$ cat src/common/otfs_defines.svh
// Purpose: Constants for the output terminal function selector
// Assumes: APB data is 32 bits wide; registers sit on aligned words
// Notes:   Codes index a source vector; gaps in it stay zero
`ifndef OTFS_DEFINES_SVH
`define OTFS_DEFINES_SVH

`define OTFS_NUM_TERM   6
`define OTFS_CODE_W     8
`define OTFS_ADDR_W     8
`define OTFS_SRC_W      128

// Register byte offsets
`define OTFS_OFF_SEL0   8'h00
`define OTFS_OFF_STATUS 8'h18

// Select values after reset, terminal 5 in the top byte
`define OTFS_SEL_RST    {8'h41, 8'h42, 8'h43, 8'h49, 8'h45, 8'h46}

// Assignment codes
`define OTFS_C_UNUSED    0
`define OTFS_C_FORWARD   1
`define OTFS_C_REVERSE   2
`define OTFS_C_HOME      3
`define OTFS_C_START     4
`define OTFS_C_SEQ_BEGIN 5
`define OTFS_C_JOGP      6
`define OTFS_C_JOGM      7
`define OTFS_C_DIRECT0   8
`define OTFS_C_FREE      16
`define OTFS_C_CON       17
`define OTFS_C_STOP      18
`define OTFS_C_GEN0      32
`define OTFS_C_DN0       48
`define OTFS_C_PLS       60
`define OTFS_C_MLS       61
`define OTFS_C_ORG       62
`define OTFS_C_SLOT      63
`define OTFS_C_ALARM     65
`define OTFS_C_WARNING   66
`define OTFS_C_READY     67
`define OTFS_C_MOVE      68
`define OTFS_C_END       69
`define OTFS_C_HOMEP     70
`define OTFS_C_TORQUE    71
`define OTFS_C_SHAFT     72
`define OTFS_C_ZONE1     73
`define OTFS_C_BUSY      80
`define OTFS_C_POWER     82

`define OTFS_NUM_MS     6
`define OTFS_NUM_DN     6
`define OTFS_NUM_GEN    16
`define OTFS_NUM_ZONE   3

`endif

$ cat src/common/otfs_pkg.sv
// Purpose: Types for the output terminal function selector
// Assumes: otfs_defines.svh supplies all widths except the 32-bit read data
// Notes:   Whole module state lives in one packed struct
`include "otfs_defines.svh"

package otfs_pkg;

	typedef logic [`OTFS_CODE_W-1:0] otfs_code_t;
	typedef logic [`OTFS_ADDR_W-1:0] otfs_addr_t;

	typedef struct packed {
		logic [`OTFS_NUM_TERM-1:0][`OTFS_CODE_W-1:0] sel;
		logic [`OTFS_NUM_TERM-1:0]                   term;
		logic [31:0]                                 rdata;
	} otfs_state_s;

endpackage

$ cat src/otfs_top.sv
// Purpose: Routes a chosen source onto each of six output terminals
// Assumes: All source inputs are synchronous to pclk, active high
// Notes:   Terminals lag their source by one clock; APB has no wait states
// Function
// - Six terminals, each with its own writable assignment code.
// - Reset codes: 70, 69, 73, 67, 66, 65 for terminals zero to five.
// - Code zero keeps the terminal inactive.
// - Codes 1-7 and 16-18 echo the command inputs.
// - Codes 8-13 echo the six direct positioning start inputs.
// - Codes 32-47 output general bits 0-15.
// - Codes 48-53 echo data number select bits 0-5.
// - Codes 60-63 echo plus limit, minus limit, origin and slot sensors.
// - Code 65 is active while no alarm exists.
// - Code 66 is active while a warning is present.
// - Code 67 is active while the driver is ready.
// - Code 68 is active while the motor moves.
// - Code 69 is active once positioning has completed.
// - Code 70 is active while at home position.
// - Code 71 is active while load exceeds torque range.
// - Code 72 gives the shaft pulse, one per 7.2 degrees.
// - Codes 73-75 are active inside zone one, two or three.
// - Code 80 is active while internal processing runs.
// - Code 82 reflects the main power state.
//
// Implementation choices: the APB register port and the placing of the registers.
`timescale 1ns/1ps
`include "otfs_defines.svh"

module otfs_top (
	input  wire logic                    pclk,
	input  wire logic                    presetn,
	input  wire logic                    psel,
	input  wire logic                    penable,
	input  wire logic                    pwrite,
	input  wire otfs_pkg::otfs_addr_t    paddr,
	input  wire logic [31:0]             pwdata,
	input  wire logic [3:0]              pstrb,
	output logic [31:0]                  prdata,
	output logic                         pready,
	output logic                         pslverr,
	input  wire logic                    forward_run,
	input  wire logic                    reverse_run,
	input  wire logic                    home_cmd,
	input  wire logic                    start_cmd,
	input  wire logic                    sequential_begin,
	input  wire logic                    jog_plus,
	input  wire logic                    jog_minus,
	input  wire logic                    free_cmd,
	input  wire logic                    excite_on,
	input  wire logic                    stop_cmd,
	input  wire logic [5:0]              direct_position_sel,
	input  wire logic [5:0]              data_number_bit,
	input  wire logic [15:0]             general_bit,
	input  wire logic                    plus_limit_sensor,
	input  wire logic                    minus_limit_sensor,
	input  wire logic                    origin_sensor,
	input  wire logic                    slot_sensor,
	input  wire logic                    alarm_out,
	input  wire logic                    warning_out,
	input  wire logic                    ready_flag,
	input  wire logic                    moving_flag,
	input  wire logic                    position_end_flag,
	input  wire logic                    home_position_flag,
	input  wire logic                    torque_exceeded_flag,
	input  wire logic                    shaft_step_pulse,
	input  wire logic [2:0]              zone_flag,
	input  wire logic                    internal_processing_flag,
	input  wire logic                    main_power_state,
	output logic                         output_terminal_0,
	output logic                         output_terminal_1,
	output logic                         output_terminal_2,
	output logic                         output_terminal_3,
	output logic                         output_terminal_4,
	output logic                         output_terminal_5
);
	import otfs_pkg::*;

	localparam int NREG = `OTFS_NUM_TERM + 1;

	otfs_state_s              st_q;
	otfs_state_s              st_d;
	logic [`OTFS_SRC_W-1:0]   src;
	logic                     setup_rd;
	logic                     wr_acc;
	logic [$clog2(NREG+1)-1:0] idx;

	// Register index from address; NREG marks an unmapped word
	function automatic logic [$clog2(NREG+1)-1:0] otfs_reg_idx(input otfs_addr_t a);
		logic [$clog2(NREG+1)-1:0] r;
		r = ($clog2(NREG+1))'(NREG);
		if (a[1:0] == 2'h0 && a <= `OTFS_OFF_STATUS)
			r = ($clog2(NREG+1))'(a[`OTFS_ADDR_W-1:2]);
		return r;
	endfunction

	// Undefined codes below 128 land on zero bits of the vector; codes of 128 and up are masked off
	function automatic logic otfs_pick(input otfs_code_t c, input logic [`OTFS_SRC_W-1:0] v);
		return v[c[$clog2(`OTFS_SRC_W)-1:0]] & (c < `OTFS_SRC_W);
	endfunction

	always_comb begin
		src = '0;
		src[`OTFS_C_FORWARD]   = forward_run;
		src[`OTFS_C_REVERSE]   = reverse_run;
		src[`OTFS_C_HOME]      = home_cmd;
		src[`OTFS_C_START]     = start_cmd;
		src[`OTFS_C_SEQ_BEGIN] = sequential_begin;
		src[`OTFS_C_JOGP]   = jog_plus;
		src[`OTFS_C_JOGM]   = jog_minus;
		src[`OTFS_C_FREE]   = free_cmd;
		src[`OTFS_C_CON]    = excite_on;
		src[`OTFS_C_STOP]   = stop_cmd;
		for (int k = 0; k < `OTFS_NUM_MS; k++) begin
			src[`OTFS_C_DIRECT0 + k] = direct_position_sel[k];
		end
		for (int k = 0; k < `OTFS_NUM_GEN; k++) begin
			src[`OTFS_C_GEN0 + k] = general_bit[k];
		end
		for (int k = 0; k < `OTFS_NUM_DN; k++) begin
			src[`OTFS_C_DN0 + k] = data_number_bit[k];
		end
		src[`OTFS_C_PLS]    = plus_limit_sensor;
		src[`OTFS_C_MLS]    = minus_limit_sensor;
		src[`OTFS_C_ORG]    = origin_sensor;
		src[`OTFS_C_SLOT]   = slot_sensor;
		// Normally closed so a broken wire reads as an alarm
		src[`OTFS_C_ALARM]   = ~alarm_out;
		src[`OTFS_C_WARNING] = warning_out;
		src[`OTFS_C_READY]  = ready_flag;
		src[`OTFS_C_MOVE]   = moving_flag;
		src[`OTFS_C_END]    = position_end_flag;
		src[`OTFS_C_HOMEP]  = home_position_flag;
		src[`OTFS_C_TORQUE] = torque_exceeded_flag;
		// Pulse width is whatever the motion core gives
		src[`OTFS_C_SHAFT]  = shaft_step_pulse;
		for (int k = 0; k < `OTFS_NUM_ZONE; k++) begin
			src[`OTFS_C_ZONE1 + k] = zone_flag[k];
		end
		src[`OTFS_C_BUSY]   = internal_processing_flag;
		src[`OTFS_C_POWER]  = main_power_state;
	end

	assign idx      = otfs_reg_idx(paddr);
	assign setup_rd = psel && !penable && !pwrite;
	assign wr_acc   = psel && penable && pwrite && pstrb[0];
	assign pready   = 1'b1;
	assign pslverr  = psel && penable && (idx == ($clog2(NREG+1))'(NREG));

	always_comb begin
		st_d = st_q;
		for (int t = 0; t < `OTFS_NUM_TERM; t++) begin
			st_d.term[t] = otfs_pick(st_q.sel[t], src);
			if (wr_acc && idx == ($clog2(NREG+1))'(t))
				st_d.sel[t] = pwdata[`OTFS_CODE_W-1:0];
		end
		// Read data captured in setup so prdata comes from a flop
		if (setup_rd) begin
			st_d.rdata = '0;
			if (idx < ($clog2(NREG+1))'(`OTFS_NUM_TERM))
				st_d.rdata[`OTFS_CODE_W-1:0] = st_q.sel[idx[2:0]];
			else if (idx == ($clog2(NREG+1))'(`OTFS_NUM_TERM))
				st_d.rdata[`OTFS_NUM_TERM-1:0] = st_q.term;
		end
	end

	always_ff @(posedge pclk or negedge presetn) begin
		if (!presetn) begin
			st_q.sel   <= `OTFS_SEL_RST;
			st_q.term  <= '0;
			st_q.rdata <= '0;
		end else begin
			st_q <= st_d;
		end
	end

	assign prdata            = st_q.rdata;
	assign output_terminal_0 = st_q.term[0];
	assign output_terminal_1 = st_q.term[1];
	assign output_terminal_2 = st_q.term[2];
	assign output_terminal_3 = st_q.term[3];
	assign output_terminal_4 = st_q.term[4];
	assign output_terminal_5 = st_q.term[5];
endmodule

$ cat config.mk
export PLATFORM = sky130hd
export DESIGN_NAME = otfs_top
export DESIGN_NICKNAME = d
export VERILOG_FILES = /design/src/common/otfs_pkg.sv /design/src/otfs_top.sv
export VERILOG_INCLUDE_DIRS = /design/src /design/src/common
export SDC_FILE = /design/constraint.sdc
export NUM_CORES = 1
export LEC_CHECK = 0
export ABC_AREA = 1
export ABC_CLOCK_PERIOD_IN_PS = 4410
export BUFFER_PORTS_ARGS = -buffer_cell sky130_fd_sc_hd__buf_2
export CORE_AREA = 5 5 112 114
export DETAILED_ROUTE_END_ITERATION = 8
export DIE_AREA = 0 0 117 119
export GPL_TIMING_DRIVEN = 0
export PLACE_DENSITY = 0.92
export SYNTH_ARGS = -nofsm -noshare
export SYNTH_HDL_FRONTEND = slang
export SYNTH_SLANG_ARGS = --single-unit
$ cat constraint.sdc
create_clock -name pclk -period 4.41 [get_ports pclk]
set_clock_uncertainty 0.1 [all_clocks]
set_input_delay 0.882 -clock pclk [delete_from_list [all_inputs] [get_ports pclk]]
set_output_delay 0.882 -clock pclk [all_outputs]
set_load 0.02 [all_outputs]
Yosys cells after proc, flatten, opt, wreduce, memory -nomap -nowiden
Index checks and enable logic that the tools add are counted.
Storage, ports and cells
  flip-flop bits (word level): 62
  output and inout bits: 40
  word-level logic and storage cells: 72
Cells by class
  magnitude comparators: 15
  equal/unequal tests: 7
  mux-type cells: 18
  bitwise logic cells: 7
  reduce and logical (&&, ||, !) cells: 17
Operators by type and width (number)
  7-bit by 8-bit < comparator with 1-bit output (second input constant): 6
  8-bit < comparator (second input constant): 6
  1-bit binary-select mux with 7-bit select: 6
  8-bit binary-select mux with 3-bit select: 1
  1-bit logical AND: 13
  3-bit equality test (second input constant): 4
  6-bit two-way mux: 2
  8-bit by 5-bit <= comparator with 1-bit output (second input constant): 1
  8-bit two-way mux: 1
  1-bit bitwise AND: 6
  3-bit by 2-bit equality test with 1-bit output (second input constant): 2
  1-bit two-way mux: 6
  3-bit by 4-bit < comparator with 1-bit output (second input constant): 1
  3-bit by 1-bit equality test with 1-bit output (second input constant): 1
  3-bit logical NOT: 1
  3-bit < comparator (second input constant): 1
  3-bit two-way mux: 1
  1-bit logical NOT: 2
  2-bit logical NOT: 1
  2-bit two-way mux: 1
  1-bit inverter: 1

Longest topological paths before layout
Gate-level depths: netlist (run 1).
  depth in word-level cells: 6
  gate-level depth with buffers: 14

Least setup slack after synthesis (run 1)
Ideal clock, no wire load.
  kind: input -> output
  from: in paddr[6]
  to: out pslverr
  arrival: 1.758 ns
  slack: 1.670 ns
  stages on the path: 5
  cell sequence: nor2_1 o21ai_4 nor2_4 clkbuf_1 nor2_1
Between the ends
  word-level cells in the longest chain between the ends: 5
Ends and longest elaborated chain
  from (decl): line otfs_top.sv:35  | input wire otfs_pkg::otfs_addr_t paddr,
  8-bit by 5-bit <= comparator with 1-bit output (no source line)
  1-bit logical AND (no source line)
  3-bit two-way mux: line otfs_top.sv:91  | if (a[1:0] == 2'h0 && a <= `OTFS_OFF_STATUS)
  3-bit equality test: line otfs_top.sv:147  | assign pslverr = psel && penable && (idx == ($clog2(NREG+1))'(NREG));
  1-bit logical AND: line otfs_top.sv:147
  to (decl): line otfs_top.sv:40  | output logic pslverr,
No other way between the ends.

Worst setup path in the final report (run 1)
  from: in paddr[2]
  to: out pslverr
Between the ends
  word-level cells in the longest chain between the ends: 5
Ends and longest elaborated chain (line)
  8-bit by 5-bit <= comparator with 1-bit output (no source line)
  1-bit logical AND (no source line)
  3-bit two-way mux *: otfs_top.sv:91
  3-bit equality test *: otfs_top.sv:147
  1-bit logical AND *: otfs_top.sv:147
Mark *: on every way between the ends. The rest lies on a longest branch, timed or not.

==> results.md, run 1 <==
* Yosys warns at 0
* Detailed-route wire length at 26,200 um
* Reg clk slew, reported paths at ~50 ps
* Post-CTS resize count at 0
* CTS hold repair buffers at 0
* Layout cells sized above 1 at ~14%
* P_leak at 0.00408 uW
* Kind of critical path: in -> out
* Worst hold path depth at 2
* Post-CTS setup repair buffer count at 0
* Critical Path End: pslverr
* Worst-path maximum fanout at 10
* RR Startpoint: st_q[63]$_DFFE_PN1P_
* Syn avg cell area at around 5.6 um2
* Setup slack, reg-to-reg at approximately 1900 ps
* RR Endpoint: output_terminal_3$_DFF_PN0_
* Relative slew slack at between 40% and 50%
* Via Count at 8,894
* IO Pins at between 100 and 150
* Clk buf depth at 2
* Layout net count at between 1k and 1.5k
* Setup TNS at 0 ps
* PwrDens at 222 mW/mm2
* Register area share after synthesis at between 20% and 30%
* Worst slew pin tran at slightly below 800 ps
* Worst setup path start: paddr[2]
* Synth cell types at 30
* CTS tree: done
* Max IR drop VDD at between 0.3 and 0.4 mV
* Sequential Area at about 0.0016 mm2
* Register bit total from synthesis at 62
* Fill count at 1,056
* Fin crit period at 3140 ps
* Tcrit/Tclk final at 71.3%
* Clk root buf: clkbuf_16
* Worst Setup Start Kind: primary input
* Max-cap violation count at 0
* CTS Buf Count at 9
* Post-detailed-placement half-perimeter wirelength at roughly 20,000 um
* Area growth syn-to-layout at 15.5%
* Clock Sinks at 62
* Area of all placed cells without fillers at ~0.0079 mm2
* Total congestion overflow at 0
* Unrepaired setup endpoints after global routing: no
* Final hold violation count at 0
* Worst Path Arrival at roughly 2200 ps
* Largest net degree at the start of global routing at 63
* Antenna violations before repair at 0
* Total core area at between 0.01 and 0.015 mm2
* Number of antenna diodes at 0
* Die Area at 0.0139 mm2
* Die X at around 120 um
* Worst setup EP type: output pin
* Drt initial violations at between 1k and 1.5k
* Drt via density at about 6
* Cell area after technology mapping at between 0.006 and 0.007 mm2
* DIE HEIGHT at 119 um
* Final setup vio count at 0
* Status: finished clean
* Max Slew Vio Count at 0
* Hold Path Class: reg -> reg
* Max Fclk at ~320 MHz
* GRT Util Overall at 37.1%
* Skew-Pair Late Insertion Delay at about 340 ps
* FF-to-FF path depth at 11
* H-tree Lvls at 3
* CP required at between 3000 and 4000 ps
* Final Hold Slack at between 300 and 400 ps
* First drt pass iteration count at 6
* WL per Instance at about 17 um
* Port Buffers at 91
* First-pass GRT wire length at ~41,000 um
* Multi-input gate area at around 0.0044 mm2
* Vias in the first global route at 8,205
* Initial core utilization at between 60 and 70%
* Residual DRC at 0
* Placed cell area at around 0.0076 mm2
* Post-DRT Antenna Nets at 0
* Gate Count Post-Synth at 1,226
* FP Rows at 39
* Gp weighted congestion at between 0.9 and 1
## synthesized netlist by cell type
master,count,share of area (%)
dfrtp_1,46,17
a21boi_1,6,0.66
inv_2,1,0.055
or2_2,6,0.55
nor2_8,1,0.29
o21ai_1,27,2.0
inv_1,112,6.2
nor3_1,3,0.22
nand2_1,479,26
o211ai_1,24,2.6
nand3_1,132,9.7
conb_1,2,0.11
nor2_4,2,0.33
buf_6,4,0.66
clkbuf_1,53,2.9
nor2_2,2,0.18
buf_2,3,0.22
o21ai_4,1,0.24
nor3_4,1,0.24
nor2_1,74,4.1
nand4_1,18,1.6
inv_4,1,0.092
o21ai_0,100,7.3
buf_1,5,0.27
dfstp_2,16,6.2
a21oi_1,52,3.8
o21ai_2,8,1.0
buf_4,35,3.8
a31oi_1,6,0.55
nand2_4,6,0.99
## power breakdown
part | switching [uW] | total [uW] | internal, uW
Combinational | 229 | 345 | 116
Clock | 261 | 811 | 551
Sequential | 11.5 | 597 | 585
## cell usage in the layout (no fill, tap or decap), types with 9 or more instances in the layout
cell type	netlist	routed
o211ai_1	24	24
o21ai_0	100	100
nand3_1	132	132
clkbuf_16	0	9
inv_1	112	112
nor2_1	74	74
o21ai_1	27	27
conb_1	2	25
buf_2	3	93
nand4_1	18	18
dfrtp_1	46	46
buf_4	35	36
nand2_1	479	479
clkbuf_1	53	54
a21oi_1	52	52
dfstp_2	16	16
## worst min-delay path by stage
stage / from / endpoint / slack (ps)
6_report: prdata[7]$_DFFE_PN0P_ / prdata[7]$_DFFE_PN0P_ / 390
5_1_grt: prdata[7]$_DFFE_PN0P_ / prdata[7]$_DFFE_PN0P_ / 400
4_1_cts: st_q[61]$_DFFE_PN0P_ / output_terminal_2$_DFF_PN0_ / 390
3_5_place_dp: st_q[61]$_DFFE_PN0P_ / output_terminal_2$_DFF_PN0_ / 380
3_3_place_gp: st_q[61]$_DFFE_PN0P_ / output_terminal_2$_DFF_PN0_ / 360
2_1_floorplan: st_q[77]$_DFFE_PN0P_ / output_terminal_4$_DFF_PN0_ / 320
## worst max-delay path, cell delays in order
cell	delay, ps
buf_2	160
inv_2	140
o21ai_4	100
nor2_4	220
clkbuf_1	430
nor2_1	70
buf_2	170
## logic make-up (layout without fill, tap and decap cells)
logic type	after synthesis	count (layout)	share of synthesized area, %
compound gates	224	224	18.2
simple gates	724	724	44.5
buf+inv	214	321	14.2
flops	62	62	23.0
other cells	2	25	0.110
## per-layer routing
metal / vias to the layer above / share of wire [%] / wire length, um / track usage, %
met4: 0 / 4.4 / 1150 / 13.0
met3: 120 / 14 / 3630 / 8.98
met1: 3921 / 37 / 9800 / 49.5
met2: 708 / 44 / 11600 / 58.4
met5: - / 0 / 0 / 0
li1: 4145 / - / - / -
## cell type report
type,count,area share [%]
buffer,100,6.84
clock buffer,10,2.90
clock inverter,6,1.39
inverter,114,5.45
multi-input combinational,973,55.4
sequential,62,19.9
tap,143,2.27
timing repair buffer,91,5.80
## stage by stage
step	util, %	worst slack (ps)	instances	power [uW]
finish	69.8	1270	1499	1750
global route	69.8	1220	1499	1800
CTS	69.7	1310	1499	1740
detailed placement	66.7	1340	1483	934
global placement	66.7	1370	1483	930
floorplan	-	1670	1249	801
## state kept, by name, summed over array words and instances, names as in the netlist
name and count:
output_terminal_0 1, prdata 8, output_terminal_3 1, output_terminal_1 1, st_q 48, output_terminal_5 1
output_terminal_4 1, output_terminal_2 1
No activity file was read; power rests on OpenSTA's default activity.
==> run 2, diff against run 1 <==
Settings changed: ABC_AREA 1 to 0, ABC_CLOCK_PERIOD_IN_PS 4410 to 2850, CORE_AREA 5 5 112 114 to 5 5 118 120, DIE_AREA 0 0 117 119 to 0 0 123 125, PLACE_DENSITY 0.92 to 0.82.
Clock period 4.41 ns to 2.85 ns, I/O delays scaled along.
==> run 2 against run 1 <==
Compared with the run above: cell count fell by 41%; non-clock buffer count fell by 14; count of clock-buffer cells in the layout fell by 1; flip-flop and latch count did not move; total power rose by 54%; largest power group unchanged; sequential power rose by 55%; register-to-register slack got worse by 1700 ps; setup slack got worse by 1100 ps; critical path type is now reg -> reg.
==> results.md, run 2 <==
* Max Fclk at roughly 370 MHz
* Synth cell count leaders: 61 x mux2_2, 57 x mux4_2, 46 x dfrtp_1, 45 x mux2i_1, 41 x buf_4
* Area leader, netlist: mux4_2
* Drt initial violations at 882 (-29%)
* Total congestion overflow at 0 (unchanged)
* Ys flop type: dfrtp_1
* Via Count at 6,015 (-32%)
* Unrepaired setup endpoints after global routing: no
* RR Endpoint: output_terminal_2$_DFF_PN0_
* Total core area at 0.0129 mm2 (+14%)
* Drt via density at 6.81 (+15%)
* CTS Buf Count at 9 (unchanged)
* Residual DRC at 0 (unchanged)
* IO Pins at 144 (unchanged)
* Clk root buf: clkbuf_16
* Post-synth EDFFs at 0 (unchanged)
* Reg clk slew, reported paths at 60 ps (about the same)
* Largest net degree at the start of global routing at 63 (unchanged)
* Layout cells sized above 1 at 41.9% (+28 points)
* Number of antenna diodes at 0 (unchanged)
* Fin crit period at about 2700 ps
* GRT Util Overall at 29.5% (-7.6 points)
* Gate Count Post-Synth at 578 (-53%)
* Status: finished clean
* First-pass GRT wire length at 34,500 um (-16%)
* Die X at 123 um (+5.1%)
* Register bit total from synthesis at 62 (unchanged)
* Area contributors post-synth: mux4_2 21%, dfrtp_1 18%, mux2_2 11%
* Final Hold Slack at 216 ps (-175 ps)
* Clock Sinks at 62 (unchanged)
* Skew-Pair Late Insertion Delay at 340 ps (about the same)
* Layout net count at 806 (-45%)
* CTS hold repair buffers at 0 (unchanged)
* Area growth syn-to-layout at 17.5%
* Port Buffers at 90 (-1.1%)
* Setup slack, reg-to-reg at 150 ps (-1730 ps)
* Max Slew Vio Count at 0 (unchanged)
* Tcrit/Tclk final at 94.9%
* FP Rows at 42 (+7.7%)
* Post-DRT Antenna Nets at 0 (unchanged)
* Worst slew pin tran at 806 ps (+13.4 ps)
* P_leak at 0.00286 uW (-30%)
* RR Startpoint: st_q[57]$_DFFE_PN1P_
* Area share of the largest cell type after synthesis at 20.6% (-5.7 points)
* CTS tree: done
* Relative slew slack at 46.3% (-0.89 points)
* Final setup vio count at 0 (unchanged)
* Clk buf depth at 2 (unchanged)
* Die Area at 0.0154 mm2 (+10%)
* Setup TNS at 0 ps (unchanged)
* Final hold violation count at 0 (unchanged)
* First drt pass iteration count at 5 (-1)
* H-tree Lvls at 3 (unchanged)
* Worst Path Arrival at 2760 ps (+600 ps)
* Synth cell types at 55 (+83%)
* Post-detailed-placement half-perimeter wirelength at 16,900 um (-15%)
* Worst Setup Start Kind: flop
* Count leader, synth: mux2_2
* FF-to-FF path depth at 6 (-5)
* Vias in the first global route at 5,719 (-30%)
* Async SR Flop Fraction at 100% (unchanged)
* Initial core utilization at 48.4% (-12 points)
* Antenna violations before repair at 0 (unchanged)
* Most frequent cells in the layout: 98 x buf_2, 61 x mux2_2, 57 x mux4_2
* Hold Path Class: in -> async
* Yosys warns at 0 (unchanged)
* Worst setup EP type: flop
* Kind of critical path: reg -> reg
* Max IR drop VDD at 0.324 mV (-7.3%)
* Max-cap violation count at 0 (unchanged)
* CP required at 2910 ps (-520 ps)
* Register area share after synthesis at 25.2% (+2.2 points)
* Syn avg cell area at 10.8 um2 (+94%)
* Worst-path maximum fanout at 9 (-1)
* Cell area after technology mapping at 0.00624 mm2 (-8.8%)
* DIE HEIGHT at 125 um (+5.0%)
* Max reg flops at 48 (unchanged)
* Largest Register: st_q
* PwrDens at 368 mW/mm2 (+66%)
* WL per Instance at 25.8 um (+48%)
* Detailed-route wire length at 22,800 um (-13%)
* Most common cell after layout, fill and taps aside: buf_2
* Gp weighted congestion at 1.02 (+3.7%)
-- run 2: changes by cell type after synthesis, moves of 41 or more --
cell / before / now
a21oi_1: 52 / 11
inv_1: 112 / 9
mux2_2: 0 / 61
mux2i_1: 0 / 45
mux4_2: 0 / 57
nand2_1: 479 / 32
nand3_1: 132 / 14
nor2_1: 74 / 28
o21ai_0: 100 / 14
-- run 2: area by class of cell --
type                    count  area (um2)
fillers                  1130        5550
well taps                 176         220
clock inverters             7         105
multi-input cells         442        4210
repair buffers             90         453
clock buffers               9         225
plain buffers              87         502
inverters                  10        37.5
flip-flops and latches     62        1570
-- run 2: layer usage --
| metal | global-route usage [%] | routed length, um |
|---|---|---|
| met5 | 0 | 0 |
| met4 | 11.1 | 986 |
| met3 | 10.3 | 3450 |
| met2 | 45.0 | 10300 |
| met1 | 38.9 | 8030 |
-- run 2: worst max-delay path by stage --
stage | from | end | slack [ps] | cells after the start
after CTS | st_q[71]$_DFFE_PN1P_ | output_terminal_4$_DFF_PN0_ | 60 | 6
after floorplan | paddr[2] | pslverr | 470 | 5
after global routing | paddr[2] | pslverr | 5 | 7
after detailed placement | st_q[71]$_DFFE_PN1P_ | output_terminal_4$_DFF_PN0_ | 60 | 6
after global placement | st_q[71]$_DFFE_PN1P_ | output_terminal_4$_DFF_PN0_ | 60 | 6
final | st_q[57]$_DFFE_PN1P_ | output_terminal_2$_DFF_PN0_ | 150 | 6
-- run 2: metrics by stage --
step | util, % | area [um2] | power, uW | std cells | setup WS [ps]
floorplan | - | 6320 | 1240 | 601 | 465
global placement | 54.3 | 6990 | 1450 | 867 | 64.4
detailed placement | 54.3 | 6990 | 1460 | 867 | 59.5
CTS | 56.9 | 7320 | 2690 | 883 | 63.0
global route | 56.9 | 7330 | 2780 | 883 | 5.31
finish | 56.9 | 7330 | 2700 | 883 | 146
-- run 2: critical path, stage by stage, from the launching register on --
cell,delay (ps)
dfstp_2,510
clkbuf_1,480
clkinv_1,420
o21ai_0,250
a31oi_1,60
a2111oi_0,420
o21ai_0,270
-- run 2: timing repair --
item                                    CTS  global route
resized for setup                         0             2
endpoints found under the setup margin    0             1
buffers inserted                          0             0
-- run 2: power by group --
part | internal (uW) | switching, uW | total (uW)
combinational | 230 | 306 | 535
sequential | 909 | 18.9 | 928
clock | 779 | 454 | 1230
-- run 2: cells by family after synthesis --
family	count (synthesis)	share of synthesized area [%]
other	2	0.120
AOI/OAI and AO/OA	99	11.2
and+or+nand+nor	148	13.1
DFF	62	25.2
muxes	170	41.8
buffers and inverters	97	8.63
==> run 3, diff against run 2 <==
Settings changed: CORE_AREA 5 5 118 120 to 5 5 140 142, DIE_AREA 0 0 123 125 to 0 0 145 147, PLACE_DENSITY 0.82 to 0.62.
==> run 3 against run 2 <==
Compared with the run above: core utilization decreased by 17 points; hold slack improved by 18 ps; die area grew 39%; critical endpoint unchanged; largest power group unchanged.
==> results.md, run 3 (synthesis gave the netlist of run 2 again) <==
* Total congestion overflow at 0 (unchanged)
* Final hold violation count at 0 (unchanged)
* Placed cell count at 925 (+6.7%)
* Reg clk slew, reported paths at 60 ps (about the same)
* Post-DRT Antenna Nets at 0 (unchanged)
* CP required at 2910 ps (about the same)
* Clk root buf: clkbuf_16
* Layout net count at 806 (unchanged)
* Vias in the first global route at 5,709 (-0.17%)
* Most common cell after layout, fill and taps aside: buf_2
* Drt initial violations at 513 (-42%)
* Worst Setup Start Kind: flop
* P_leak at 0.00284 uW (-0.80%)
* Largest net degree at the start of global routing at 63 (unchanged)
* Kind of critical path: reg -> reg
* Drt via density at 6.18 (-9.3%)
* Most used cell, CP: buf_1
* Die Area at 0.0213 mm2 (+39%)
* Setup slack, reg-to-reg at 100 ps (-40 ps)
* Fill count at 1,781 (+58%)
* WL per Instance at 25.7 um (-0.43%)
* Worst-path cell chain: buf_1, buf_1, mux4_2, a31oi_1, o211ai_1, nand3_1, o21ai_0
* Hold Path Class: in -> async
* GRT Util Overall at 22.0% (-7.5 points)
* Setup TNS at 0 ps (unchanged)
* Tcrit/Tclk final at 96.4% (+1.6 points)
* Area of all placed cells without fillers at 0.00734 mm2 (+0.22%)
* Area growth syn-to-layout at 17.8%
* Post-detailed-placement half-perimeter wirelength at 18,300 um (+8.4%)
* H-tree Lvls at 3 (unchanged)
* Antenna violations before repair at 0 (unchanged)
* CTS Buf Count at 9 (unchanged)
* Gp weighted congestion at 1.03 (+0.48%)
* Largest Register: st_q
* Fin crit period at 2750 ps (+44.9 ps)
* Worst Path Arrival at 2810 ps (+50 ps)
* Setup WS post-layout at 101 ps (-44.9 ps)
* Worst setup EP type: flop
* Post-CTS setup repair buffer count at 0 (unchanged)
* CTS tree: done
* Final setup vio count at 0 (unchanged)
* Max reg flops at 48 (unchanged)
* Number of antenna diodes at 0 (unchanged)
* Port Buffers at 90 (unchanged)
* IO Pins at 144 (unchanged)
* Post-CTS resize count at 1 (+1)
* Tot Pwr at 2470 uW (-8.2%)
* FP Rows at 50 (+19%)
* Dpl ws at -65.0 ps (-125 ps)
* Status: finished clean
* DIE HEIGHT at 147 um (+18%)
* Worst-path maximum fanout at 10 (+1)
* Worst slew pin tran at 824 ps (+18.8 ps)
* Slowest CP cell: buf_1
* CTS hold repair buffers at 0 (unchanged)
* Via Count at 5,813 (-3.4%)
* Relative slew slack at 45.0% (-1.3 points)
* Multi-input gate area at 0.00421 mm2 (unchanged)
* Max Slew Vio Count at 0 (unchanged)
* Unrepaired setup endpoints after global routing: no
* Layout cells sized above 1 at 41.9% (unchanged)
* Fin cells at 941 (+6.6%)
* Initial core utilization at 34.0% (-14 points)
* PwrDens at 337 mW/mm2 (-8.4%)
* Skew-Pair Late Insertion Delay at 330 ps (about the same)
* Max Fclk at 364 MHz (-1.6%)
* First-pass GRT wire length at 36,100 um (+4.6%)
* Clock Sinks at 62 (unchanged)
* Die X at 145 um (+18%)
* Placed cell area at 0.00707 mm2 (+1.1%)
* Total core area at 0.0183 mm2 (+42%)
* Detailed-route wire length at 24,200 um (+6.1%)
* Max-cap violation count at 0 (unchanged)
* Most frequent cells in the layout: 98 x buf_2, 61 x mux2_2, 57 x mux4_2
* First drt pass iteration count at 5 (unchanged)
* Residual DRC at 0 (unchanged)
* Max IR drop VDD at 0.309 mV (-4.6%)
* Clk buf depth at 2 (unchanged)
* Max incr delay on CP at 570 ps (+60 ps)
* Sequential Area at 0.00157 mm2 (unchanged)
==> run 3: cell count changes in the layout (fill, tap and decap cells not counted), sizes merged <==
cell and change:
clkinv +4, bufinv -2, inv -2
==> run 3: power breakdown <==
part | total (uW) | switching [uW] | internal (uW)
logic | 534 | 304 | 230
registers | 930 | 20.7 | 909
clock network | 1010 | 422 | 589
==> run 3: worst max-delay path, delay by kind of cell, from the launching register on <==
kind | cells | cell delay [ps]
compound gates | 3 | 430
buf+inv | 2 | 1140
flops | 1 | 400
mux | 1 | 420
simple gates | 1 | 80
==> run 3: per-layer routing <==
layer	up-vias	track usage, %	part of all wire, %	routed length [um]
li1	2479	-	-	-
met1	2839	28.5	40	9550
met2	428	34.3	46	11000
met3	67	6.94	11	2560
met4	0	8.99	4.3	1050
met5	-	0	0	0
==> run 3: path summary, 6_finish.rpt <==
kind,from,endpoint,cells past startpoint
max reg2reg,st_q[55]$_DFFE_PN0P_,output_terminal_2$_DFF_PN0_,7
max in group asynchronous,presetn,output_terminal_1$_DFF_PN0_,1
min reg2reg,prdata[3]$_DFFE_PN0P_,prdata[3]$_DFFE_PN0P_,2
min in group pclk,prdata[3]$_DFFE_PN0P_,prdata[3]$_DFFE_PN0P_,2
min,presetn,st_q[69]$_DFFE_PN0P_,1
max,st_q[55]$_DFFE_PN0P_,output_terminal_2$_DFF_PN0_,7
==> run 3: area by class of cell <==
class / count / area share (%)
Inverter: 10 / 0.511
Clock buffer: 9 / 3.07
Timing Repair Buffer: 90 / 6.17
Clock inverter: 7 / 0.665
Multi-Input combinational cell: 442 / 57.4
Tap cell: 234 / 3.99
Buffer: 87 / 6.83
Sequential cell: 62 / 21.4
==> run 3: stage by stage <==
step	hold slack (ps)	util (%)
final	233	40.1
after global routing	298	40.1
after CTS	263	40.1
after detailed placement	421	38.6
after global placement	416	38.5
after floorplan	174	-
